**src/rtl/sof_pkg.sv**
```systemverilog
// Package for the sample output code formatter.
// Assumes a single 100 MHz core clock; both design files refer to it by
// scope, so nothing is imported.
package sof_pkg;
  localparam int DATA_W          = 8;       // Output word width
  localparam int MSB_POS         = 7;       // Position of data bit one
  localparam int CLK_PERIOD_NS   = 10;      // Core clock period
  localparam int CLK_HIGH_NS     = 37;      // Internal converter clock high
  localparam int DONE_DLY_NS     = 20;      // Done flag delay, normal
  localparam int DONE_DLY_FAST_NS = 16;     // Done flag delay, short option
  // Least times round up to whole cycles
  localparam int CLK_HIGH_CYC  = (CLK_HIGH_NS + CLK_PERIOD_NS - 1)
                                 / CLK_PERIOD_NS;
  localparam int DONE_DLY_CYC  = (DONE_DLY_NS + CLK_PERIOD_NS - 1)
                                 / CLK_PERIOD_NS;
  localparam int DONE_FAST_CYC = (DONE_DLY_FAST_NS + CLK_PERIOD_NS - 1)
                                 / CLK_PERIOD_NS;
  localparam int CNT_W = 4;                 // Width of the timing counter
  localparam logic [CNT_W-1:0] CNT_ONE = 4'h1;
  localparam logic [CNT_W-1:0] CNT_ZERO = 4'h0;
  localparam logic [DATA_W-1:0] WORD_ZERO = 8'h00;
endpackage

```
**src/rtl/sof_formatter.sv**
```systemverilog
// Sample output code formatter: convert timing, one-deep output pipeline,
// code inversion and the active-low conversion-done flag.
// Assumes convert strobe and selects are synchronous to core_clk; select
// pull-ups sit outside, so an open select arrives here as one.
`timescale 1ns/1ps
module sof_formatter (
  input  wire logic                       core_clk,            // Clock
  input  wire logic                       rst,                 // Sync reset
  input  wire logic                       clk_en,              // Freeze low
  input  wire logic                       convert,             // Convert strobe
  input  wire logic [sof_pkg::DATA_W-1:0] sample_in,           // Comparator
  input  wire logic                       msb_invert_sel,      // Top select
  input  wire logic                       low_bits_invert_sel, // Low select
  input  wire logic                       done_fast,           // Short delay
  output logic      [sof_pkg::DATA_W-1:0] data_out,            // Output word
  output logic                            conv_done_n          // Valid, low
);
  // Convert sequencer states
  typedef enum logic [1:0] {
    SOF_IDLE,      // Waiting for a convert rising edge
    SOF_CLK_HIGH,  // Internal converter clock held high
    SOF_DONE_WAIT  // Clock low, settling before the done flag
  } sof_state_type;

  sof_state_type                   state_q, state_d;   // Sequencer state
  logic [sof_pkg::CNT_W-1:0]       cnt_q, cnt_d;       // Timing counter
  logic                            conv_q, conv_d;     // Strobe history
  logic [sof_pkg::DATA_W-1:0]      pend_q, pend_d;     // Held N-1 result
  logic [sof_pkg::DATA_W-1:0]      out_q, out_d;       // Output latch
  logic                            done_n_q, done_n_d; // Done flag
  logic [sof_pkg::DATA_W-1:0]      coded;              // Formatted sample
  logic                            start;              // Strobe rising edge
  logic                            adc_clk;            // Internal clock
  logic                            take;               // Accepted start

  // Inversion of the comparator result
  sof_invert #(
    .WIDTH (sof_pkg::DATA_W)
  ) u_inv (
    .raw_word            (sample_in),
    .msb_invert_sel      (msb_invert_sel),
    .low_bits_invert_sel (low_bits_invert_sel),
    .coded_word          (coded)
  );

  // A rise is seen against the strobe level of the previous enabled cycle;
  // the history resets low, so a strobe already high at release counts.
  assign start   = convert & ~conv_q;
  // Only a rise met while idle is a conversion; rises while busy are lost
  assign take    = start && (state_q == SOF_IDLE);
  // The internal converter clock is high for the whole clock-high state
  assign adc_clk = (state_q == SOF_CLK_HIGH);

  // Timing of one accepted conversion, counted from the start edge c0:
  //   c1     output word takes the held result of the previous conversion,
  //          the new formatted sample is held, and the done flag rises
  //   c1-c4  internal converter clock high (high time rounded up)
  //   c5-c6  clock low, output settling before it is flagged
  //   c7     done flag falls and stays low until the next accepted start
  // Both done delays round up to the same count at this clock rate, so
  // the short option only shows at finer clock periods.
  // The word formatted at a start waits for the following start before it
  // reaches the output: the pipeline is one conversion deep, and the
  // first conversion after reset shows the all-zero reset word.
  // Hazard: the selects are read at the start edge only; moving them
  // while a conversion is in flight changes nothing until the next start.

  // Next-state logic for the convert sequencer
  // Defaults hold every register; the strobe history always follows.
  always_comb begin
    state_d  = state_q;
    cnt_d    = cnt_q;
    conv_d   = convert;
    pend_d   = pend_q;
    out_d    = out_q;
    done_n_d = done_n_q;
    unique case (state_q)
      SOF_IDLE: begin
        if (start) begin // Raise internal clock, release previous word
          state_d  = SOF_CLK_HIGH;
          cnt_d    = 4'(sof_pkg::CLK_HIGH_CYC);
          out_d    = pend_q;
          pend_d   = coded;
          done_n_d = 1'b1;
        end
      end
      // Count down the internal clock high time
      SOF_CLK_HIGH: begin
        if (cnt_q == sof_pkg::CNT_ONE) begin // Clock falls
          state_d = SOF_DONE_WAIT;
          cnt_d   = done_fast ? 4'(sof_pkg::DONE_FAST_CYC)
                              : 4'(sof_pkg::DONE_DLY_CYC);
        end else begin // Clock still high
          cnt_d = cnt_q - sof_pkg::CNT_ONE;
        end
      end
      // Count down the settling delay before flagging the word
      SOF_DONE_WAIT: begin
        if (cnt_q == sof_pkg::CNT_ONE) begin // Flag the word valid
          state_d  = SOF_IDLE;
          cnt_d    = sof_pkg::CNT_ZERO;
          done_n_d = 1'b0;
        end else begin
          cnt_d = cnt_q - sof_pkg::CNT_ONE;
        end
      end
    endcase
  end

  // State registers; clock enable low freezes everything in place
  always_ff @(posedge core_clk) begin
    if (rst) begin // Idle, empty pipeline, nothing flagged
      state_q  <= SOF_IDLE;
      cnt_q    <= sof_pkg::CNT_ZERO;
      conv_q   <= 1'b0;
      pend_q   <= sof_pkg::WORD_ZERO;
      out_q    <= sof_pkg::WORD_ZERO;
      done_n_q <= 1'b1;
    end else if (clk_en) begin // Advance one enabled cycle
      state_q  <= state_d;
      cnt_q    <= cnt_d;
      conv_q   <= conv_d;
      pend_q   <= pend_d;
      out_q    <= out_d;
      done_n_q <= done_n_d;
    end
  end

  // Outputs straight from flip-flops
  assign data_out    = out_q;
  assign conv_done_n = done_n_q;
endmodule

```
**src/rtl/sof_invert.sv**
```systemverilog
// Combinational code inversion of one sample word.
// Assumes the selects are static while converting.
`timescale 1ns/1ps
module sof_invert #(
  parameter int WIDTH = sof_pkg::DATA_W
) (
  input  wire logic [WIDTH-1:0] raw_word,            // Straight binary sample
  input  wire logic             msb_invert_sel,      // Low inverts top bit
  input  wire logic             low_bits_invert_sel, // Low inverts others
  output logic      [WIDTH-1:0] coded_word           // Formatted word
);
  // Each bit XORed with the complement of its governing select
  genvar i;
  generate
    for (i = 0; i < WIDTH; i++) begin : g_bit
      if (i == WIDTH - 1) begin : g_msb
        assign coded_word[i] = raw_word[i] ^ ~msb_invert_sel;
      end else begin : g_low
        assign coded_word[i] = raw_word[i] ^ ~low_bits_invert_sel;
      end
    end
  endgenerate
endmodule

```
**config.mk**
```make
export PLATFORM = sky130hd
export DESIGN_NAME = sof_formatter
export DESIGN_NICKNAME = d
export VERILOG_FILES = /design/src/rtl/sof_pkg.sv /design/src/rtl/sof_formatter.sv /design/src/rtl/sof_invert.sv
export SDC_FILE = /design/constraint.sdc
export NUM_CORES = 1
export LEC_CHECK = 0
export BUFFER_PORTS_ARGS = -buffer_cell sky130_fd_sc_hd__clkbuf_2
export CORE_ASPECT_RATIO = 0.75
export CORE_MARGIN = 8
export CORE_UTILIZATION = 52
export DETAILED_ROUTE_END_ITERATION = 16
export PLACE_DENSITY = 0.87
export SYNTH_ARGS = -nofsm -noshare
export SYNTH_HDL_FRONTEND = slang
export SYNTH_SLANG_ARGS = --single-unit
```
**constraint.sdc**
```tcl
create_clock -name core_clk -period 1.98 [get_ports core_clk]
set_clock_uncertainty 0.15 [all_clocks]
set_input_delay 0.198 -clock core_clk [delete_from_list [all_inputs] [get_ports core_clk]]
set_output_delay 0.198 -clock core_clk [all_outputs]
set_load 0.02 [all_outputs]
```
# After elaboration in Yosys (flattened, before gate mapping)
# Index checks and enable logic that the tools add are counted.
# word_totals
ff_bits,24
latch_bits,0
mem_bits_rw,0
mem_bits_ro,0
inputBits,15
output_inout_bits,9
elab_cells,42
memories,0
# classes
add_sub_neg,1
n_mul,0
div,0
magnitude_cmp,0
n_eq_ne,6
n_shift,0
mux,11
bitwise_logic,12
n_reduce_logical,6
# op_table
op,n
two-way mux 4 bit,3
case mux 4 bit (3 select lines),1
AND reduction 4 bit,2
XOR 1 bit,8
two-way mux 2 bit,3
case mux 2 bit (3 select lines),1
== test 4 x 1 -> 1 bit (second input constant),1
!= test 2 bit (second input constant),2
subtractor 4 x 1 -> 4 bit (second input constant),1
inverter 1 bit,3
AND reduction 3 bit,1
== test 2 x 1 -> 1 bit (second input constant),1
== test 2 bit (second input constant),1
zero test 2 bit,1
two-way mux 1 bit,2
!= test 2 x 1 -> 1 bit (second input constant),1
case mux 1 bit (2 select lines),1
AND reduction 2 bit,1
nonzero test 2 bit,1
AND 1 bit,1

# Depth between registers and ports, before layout
# Gate-level depths: netlist of the first run.
# depth
depth_word,4
ltp_mapped,7
depth_no_buf,6

# Modules after synthesis
# From an unflattened synthesis of the first run, not the netlist that was laid out.
# unflattened
hier_cells,136
hier_area_um2,1131.1
# by_module_without_submodules
module,n_inst,cells_each,area_each_um2,seq_area_each_um2
sof_formatter,1,127,1049.8,480.5
sof_invert,1,9,81.3,0.0

# Worst setup path after synthesis of the first run
# Ideal clock, no wire load.
# synth_path
kind,register to register
startpoint,register state_q[0]
endpoint,register cnt_q[3] (netlist bit)
setup_time_ns,0.074
arrival_ns,1.489
required_time_ns,1.756
path_slack_ns,0.267
path_stages_with_launch,7
n_path_buf,0
synth_period_minus_slack_ns,1.713
cell_sequence,dfxtp_1 inv_1 ha_1 inv_2 o21ai_2 or4_1 a31oi_1
# synth_between
elab_chain_cells,3
word_cells_on_any_way,6
cone_classes,eq/ne (3); mux (1); reduce/logical (2)
# synth_rtl
item,line_no,text
from (decl),sof_formatter.sv:25,"sof_state_type state_q, state_d;"
from (signal assigned),sof_formatter.sv:120,state_q <= state_d;
zero test 2 bit,sof_formatter.sv:77,unique case (state_q)
!= test 2 bit (no line),n/a,
AND reduction 2 bit (no line),n/a,
to (signal assigned),sof_formatter.sv:114,cnt_q <= sof_pkg::CNT_ZERO;
to (signal assigned),sof_formatter.sv:121,cnt_q <= cnt_d;
to (decl),sof_formatter.sv:26,"logic [sof_pkg::CNT_W-1:0] cnt_q, cnt_d;"
# Several ways; a longest one is shown, not always the timed one.
# A chain may end at the register's enable or synchronous reset.

# Worst setup path in the final report of the first run
# layout_path
startpoint,register state_q[0]
endpoint,register cnt_q[0] (netlist bit)
# Same word-level chain as after synthesis.

==> impl_results.md, run 1 <==
* Fin. Hold Viols at 0
* Synth Area per Inst at 8.41 um2
* Inserted Clock Buffers at 3
* Post-synth EDFFs at 0
* Total track usage at 13.4%
* First-pass GRT wire length at 4480 um
* GR Layer Usage met3 at 4.56%
* Slew HR at 67.3%
* Hold Crit Depth at 4
* CP max stage delay at 0.39 ns
* FMAX at 0.541 GHz
* Hold Path Class: input pin to flip-flop
* P&R area growth vs syn at 17.1%
* Pin count of the biggest net entering global routing at 25
* ANT nets after route at 0
* Die width at 70.2 um
* Worst R2R Path Depth at 7
* Mux share of post-synthesis cell area at 0.875%
* Syn_nets at 156
* Die H at 56.6 um
* Vias per cell at 5.26
* Synth Register Bits at 24
* Post-synthesis adder-cell area fraction at 5.47%
* Root Driver: clkbuf_4
* Layout cells sized above 1 at 24.2%
* Clock-pin transition on the worst setup and hold timing paths at 0.12 ns
* Synth area leaders: dfxtp_1 (42%), nand2_1 (12%), a21oi_1 (8.8%), xnor2_1 (6.1%), ha_1 (5.5%)
* Post-Synthesis Cells at 136
* Initial DRC count at 39
* Final net count at 182
* Slew @ Worst Pin at 0.491 ns
* Share of the synthesized area in the top cell type at 42.0%
* Clk sink count at 24
* Clock buffer depth at 2
* Vias post-DR at 974
* Num ports at 24
* Post-synthesis sequential area ratio at 42.0%
* Post-DP HPWL at 1830 um
* Final min period at 1.85 ns
* CP max-delay cell: dfxtp_1
* Worst EP required at 2.07 ns
* Simple-gate share of the synthesized area at 23.4%
* Final Setup Violations at 0
* Placer Congestion at 0.904
* Cell area after layout at 1340 um2
* Met2 Track Usage GR at 22.4%
* Total congestion overflow at 0
* Setup total negative slack at 0 ns
* Cell taking the most area after synthesis: dfxtp_1
* Top Usage Layer GRT: met2
* Setup Crit Path Kind: flip-flop to flip-flop
* XOR/XNOR Fraction of Synth Area at 6.13%
* Crit end category: flip-flop
* Leakage at 0.515 nW
* Final Cycle Share at 93.3%
* Post-synthesis compound-gate area fraction at 18.2%
* PortBufs at 22
* Startpoint types: flip-flop
* PwrDens at 676 nW/um2
* DRT Pass-1 Iters at 4
* Initial core utilization at 55.8%
* Synth unique cells at 32
* Main combinational cell family by area after synthesis: simple AND/OR/NAND/NOR gates
* Unrepaired setup endpoints after global routing: false
* Clock insertion delay at the later pin of the skew report at 0.31 ns
* H-Tree Depth at 1
* Cell Chain, Critical Path: inv_1 > ha_1 > inv_2 > o21ai_2 > buf_4 > or3_1 > a21oi_1
* Setup bufs post-CTS at 0
* Worst EP arrival at 1.94 ns
* Site Rows at 14
* Initial antenna violation count at 0
* Die area at 3970 um2
* Mapped Area at 1140 um2
* Vias in the first global route at 1016
* Main synth FF type: dfxtp_1
* TritonCTS clock tree: done
* Status: complete, no violations
* Max VDD drop at 0.000475 V
* Ys async rst share at 0%
* Post-Place Cell Area at 1280 um2
* Max-slew violation count at 0
* Synthesis Warnings at 0
* Routed Wire Length at 2440 um
* Drc violations at 0
* Most frequent cell after synthesis: nand2_1
* Wirelength per Cell at 13.2 um
* Worst-path fanout max at 8
* Max_cap viols at 0
* Placeable Area at 2050 um2
* ANT cells at 0
* Met1 Use GR at 15.4%
* Synth top cells by count: nand2_1 (36), dfxtp_1 (24), a21oi_1 (20)
worst max-delay path: cells and delay by family, from the launching register on:
kind	cells	cell delay [ns]
AOI/OAI and AO/OA	2	0.22
adders and majority gates	1	0.29
buffers and inverters	3	0.37
DFF	1	0.39
and+or+nand+nor	1	0.35
metrics by stage:
step | total power, mW | hold WS, ns | util [%] | instances | setup slack [ns]
floorplan | 0.618 | 0.117 | - | 136 | 0.267
detailed placement | 0.660 | 0.298 | 62.6 | 180 | 0.135
CTS | 0.910 | 0.00632 | 64.9 | 185 | 0.113
global route | 0.947 | 0.0329 | 65.3 | 185 | 0.000423
global placement | 0.654 | 0.288 | 62.6 | 180 | 0.195
finish | 0.905 | 0.0132 | 65.3 | 185 | 0.133
sequential cells by signal (all words and copies together), names as in the netlist:
register / count
data_out: 8
pend_q: 8
cnt_q: 4
state_q: 2
conv_done_n: 1
conv_q: 1
routing by layer:
metal / wire length, um / vias up
met5: 0 / -
met4: 42 / 0
met3: 130 / 5
met2: 1130 / 21
met1: 1130 / 439
li1: - / 509
path summary, 6_finish.rpt:
| path | slack [ns] | to | start |
|---|---|---|---|
| hold reg to reg | 0.31 | pend_q[6] | pend_q[6] |
| setup reg to reg | 0.13 | cnt_q[0] | state_q[0] |
| hold / removal | 0.01 | pend_q[7] | msb_invert_sel |
| setup / recovery | 0.13 | cnt_q[0] | state_q[0] |
report_power, final:
part / switching, mW / internal (mW) / leakage, nW / total [mW]
registers: 0.0114 / 0.500 / 0.195 / 0.511
logic: 0.0806 / 0.0609 / 0.299 / 0.141
clock network: 0.140 / 0.112 / 0.0210 / 0.253
repair_timing:
action,in CTS,in global routing
endpoints found under the setup margin,0,2
hold buffers,1,0
endpoints found under the hold margin,1,0
resized for setup,0,3
cell usage in the layout (no fill, tap or decap), drive strengths merged, types with 2 or more instances in the layout:
cell type	netlist	layout
a211oi	2	2
a21o	2	2
a21oi	20	20
buf	1	3
clkbuf	4	26
dfxtp	24	24
ha	5	5
inv	6	6
nand2	36	36
nand3	2	2
nor2	2	2
nor2b	3	3
o21ai	5	5
or3	2	2
xnor2	8	8
layout make-up:
type / count / area [um2]
inverter: 6 / 22.5
sequential: 24 / 482
tap: 24 / 30.0
clock buffer: 4 / 36.3
timing repair buffer: 26 / 143
fill: 169 / 711
multi-input combinational: 101 / 626
cells by family after synthesis:
group	Yosys count
AND/OR/NAND/NOR	54
AO/OA/AOI/OAI	33
flip-flops	24
buffers and inverters	11
XOR/XNOR	8
adder cells (fa/ha/maj)	5
multiplexers	1
Power figures use the tool's default switching activity.
==> run 2, diff against run 1 <==
--- a/config.mk
+++ b/config.mk
@@ -10,7 +10,8 @@
 export CORE_MARGIN = 8
 export CORE_UTILIZATION = 52
 export DETAILED_ROUTE_END_ITERATION = 16
-export PLACE_DENSITY = 0.87
+export PLACE_DENSITY = 0.88
 export SYNTH_ARGS = -nofsm -noshare
 export SYNTH_HDL_FRONTEND = slang
+export SYNTH_HIERARCHICAL = 1
 export SYNTH_SLANG_ARGS = --single-unit
==> run 2 against run 1 <==
  * Sequential power about the same
  * Worst hold slack worse by 0.0014 ns
  * Via count up 3.4%
  * Global-route usage shrank 0.40 points
  * Setup slack worse by 0.061 ns
  * Final area is 4.0% lower
  * Largest cell class unchanged
==> impl_results.md, run 2 <==
* RR Endpoint: state_q[0]
* Worst EP arrival at 1.98 ns
* Status: complete, no violations
* FMAX at 0.524 GHz
* Cell taking the most area after synthesis: dfxtp_1
* Share of the synthesized area in the top cell type at 42.5%
* Slew HR at 69.1%
* Reg2reg setup slack at 0.07 ns
* Num ports at 24
* Buffer and inverter count on the worst path at 1
* Syn_nets at 156
* Final net count at 180
* P&R area growth vs syn at 13.6%
* Post-synth EDFFs at 0
* CP delay by family, top: compound AO/OA/AOI/OAI gates
* Worst R2R Path Depth at 6
* Ys async rst share at 0%
* Commonest cells after routing, fill and taps aside: nand2_1 (36), dfxtp_1 (23), clkbuf_2 (22)
* Placer Congestion at 0.867
* Synth area leaders: dfxtp_1 (42%), nand2_1 (12%), a21oi_1 (8.8%), xnor2_1 (6.2%), ha_1 (5.5%)
* Synth Area per Inst at 8.32 um2
* Die area at 3940 um2
* Clk sink count at 24
* P_int at 0.630 mW
* Initial antenna violation count at 0
* Final Setup Violations at 0
* Cts hold-fix bufs at 0
* Startpoint types: flip-flop
* Initial DRC count at 43
* Clock-pin transition on the worst setup and hold timing paths at 0.12 ns
* Psw at 0.226 mW
* Power share of the combinational group at 16.0%
* CP max stage delay at 0.39 ns
* Routed Wire Length at 2540 um
* Hold endpoint: pend_q[6]
* Root Driver: clkbuf_4
* Reg2reg start: state_q[1]
* Wirelength per Cell at 13.9 um
* Site Rows at 14
* PortBufs at 22
* Post-DP HPWL at 1850 um
* CP max-delay cell: dfxtp_1
* Setup total negative slack at 0 ns
* Die width at 69.9 um
* Post-Synthesis Cells at 136
* Placeable Area at 2030 um2
* ANT nets after route at 0
* Post-synthesis sequential area ratio at 42.5%
* Drc violations at 0
* Max-slew violation count at 0
* Final Cycle Share at 96.3%
* Vias per cell at 5.53
* Leading cell type in the layout, fill and taps excluded: nand2_1
* TritonCTS clock tree: done
* Inserted Clock Buffers at 3
* Clock power share at 24.3%
* Hold Crit Depth at 4
* Mapped Area at 1130 um2
* Max VDD drop at 0.000595 V
* Fin. Hold Viols at 0
* Initial core utilization at 55.7%
* Synth unique cells at 31
* First-pass GRT wire length at 4370 um
* DRT Pass-1 Iters at 4
* Worst hold margin at 0.0118 ns
* Vias post-DR at 1007
* Clock buffer depth at 2
* Max_cap viols at 0
* Synth top cells by count: nand2_1 (36), dfxtp_1 (24), a21oi_1 (20)
* Cell Chain, Critical Path: inv_1 > ha_1 > or2_2 > a221oi_2 > nor2_1 > a211oi_1
* Pin count of the biggest net entering global routing at 25
* Vias in the first global route at 984
* Layout cells sized above 1 at 20.9%
* Leakage at 0.494 nW
* Crit end category: flip-flop
* Die H at 56.4 um
* Switching Fraction at 26.4%
* Worst-path fanout max at 5
* Total congestion overflow at 0
* Total track usage at 13.0%
* Worst EP required at 2.05 ns
* Final min period at 1.91 ns
* Min-delay src: sample_in[6]
* Slew @ Worst Pin at 0.463 ns
* H-Tree Depth at 1
* Most frequent cell after synthesis: nand2_1
* Clock insertion delay at the later pin of the skew report at 0.31 ns
* Reg power frac at 59.7%
* PwrDens at 667 nW/um2
* Setup Crit Path Kind: flip-flop to flip-flop
* Unrepaired setup endpoints after global routing: false
* Synthesis Warnings at 6
* Synth Register Bits at 24
* ANT cells at 0
* Main synth FF type: dfxtp_1
* Hold Path Class: input pin to flip-flop
## run 2: through the flow
stage	power [mW]	std cells	worst slack, ns	util [%]	cell area (um2)
final	0.857	182	0.0724	63.2	1280
after global routing	0.896	182	0.00928	63.2	1280
after CTS	0.857	182	0.0642	63.2	1280
after detailed placement	0.655	179	0.123	62.1	1260
after global placement	0.647	179	0.190	62.1	1260
after floorplan	0.613	136	0.255	-	1130
## run 2: worst register-to-register path, cell delays in order, from the launching register on
cell,delay [ns]
dfxtp_1,0.39
inv_1,0.08
ha_1,0.21
or2_2,0.37
a221oi_2,0.31
nor2_1,0.08
a211oi_1,0.23
## run 2: timing repair
action	CTS	global route
setup endpoints to repair	0	2
setup buffers	0	0
gates resized for setup	0	1
## run 2: cell type report
cell class | instances | area [um2]
inverters | 5 | 18.8
well taps | 24 | 30.0
fillers | 161 | 747
flip-flops and latches | 24 | 482
multi-input cells | 101 | 599
repair buffers | 25 | 133
clock buffers | 3 | 22.5
## run 2: per-layer routing
metal | global-route usage [%] | vias up | share of wire [%]
li1 | - | 502 | -
met1 | 13.4 | 482 | 42
met5 | 0 | - | 0
met3 | 2.46 | 4 | 2.6
met4 | 4.29 | 0 | 1.6
met2 | 25.6 | 19 | 54
## run 2: kinds of logic (layout without fill, tap and decap cells)
| kind of cell | Yosys count | after routing | synth area share (%) |
|---|---|---|---|
| flops | 24 | 24 | 42.5 |
| simple gates | 54 | 54 | 22.5 |
| mux | 1 | 1 | 0.885 |
| buf+inv | 11 | 33 | 4.54 |
| fa+ha+maj | 5 | 5 | 5.53 |
| xor+xnor | 8 | 8 | 6.19 |
| compound gates | 33 | 33 | 17.9 |
## run 2: worst max-delay path by stage
stage	from	to	slack [ns]	cells after the start
final	state_q[1]	state_q[0]	0.07	6
after global routing	cnt_q[0]	state_q[1]	0.009	5
after CTS	state_q[0]	state_q[0]	0.06	6
after detailed placement	cnt_q[0]	state_q[0]	0.12	5
after global placement	cnt_q[0]	conv_done_n	0.19	5
after floorplan	state_q[0]	cnt_q[3]	0.26	5
## run 2: power by group through the flow
stage	sequential (mW)	combinational [mW]	clock, mW
floorplan	0.521	0.0910	0
global placement	0.520	0.127	0
detailed placement	0.521	0.134	0
CTS	0.511	0.136	0.210
global route	0.514	0.150	0.232
finish	0.512	0.137	0.208
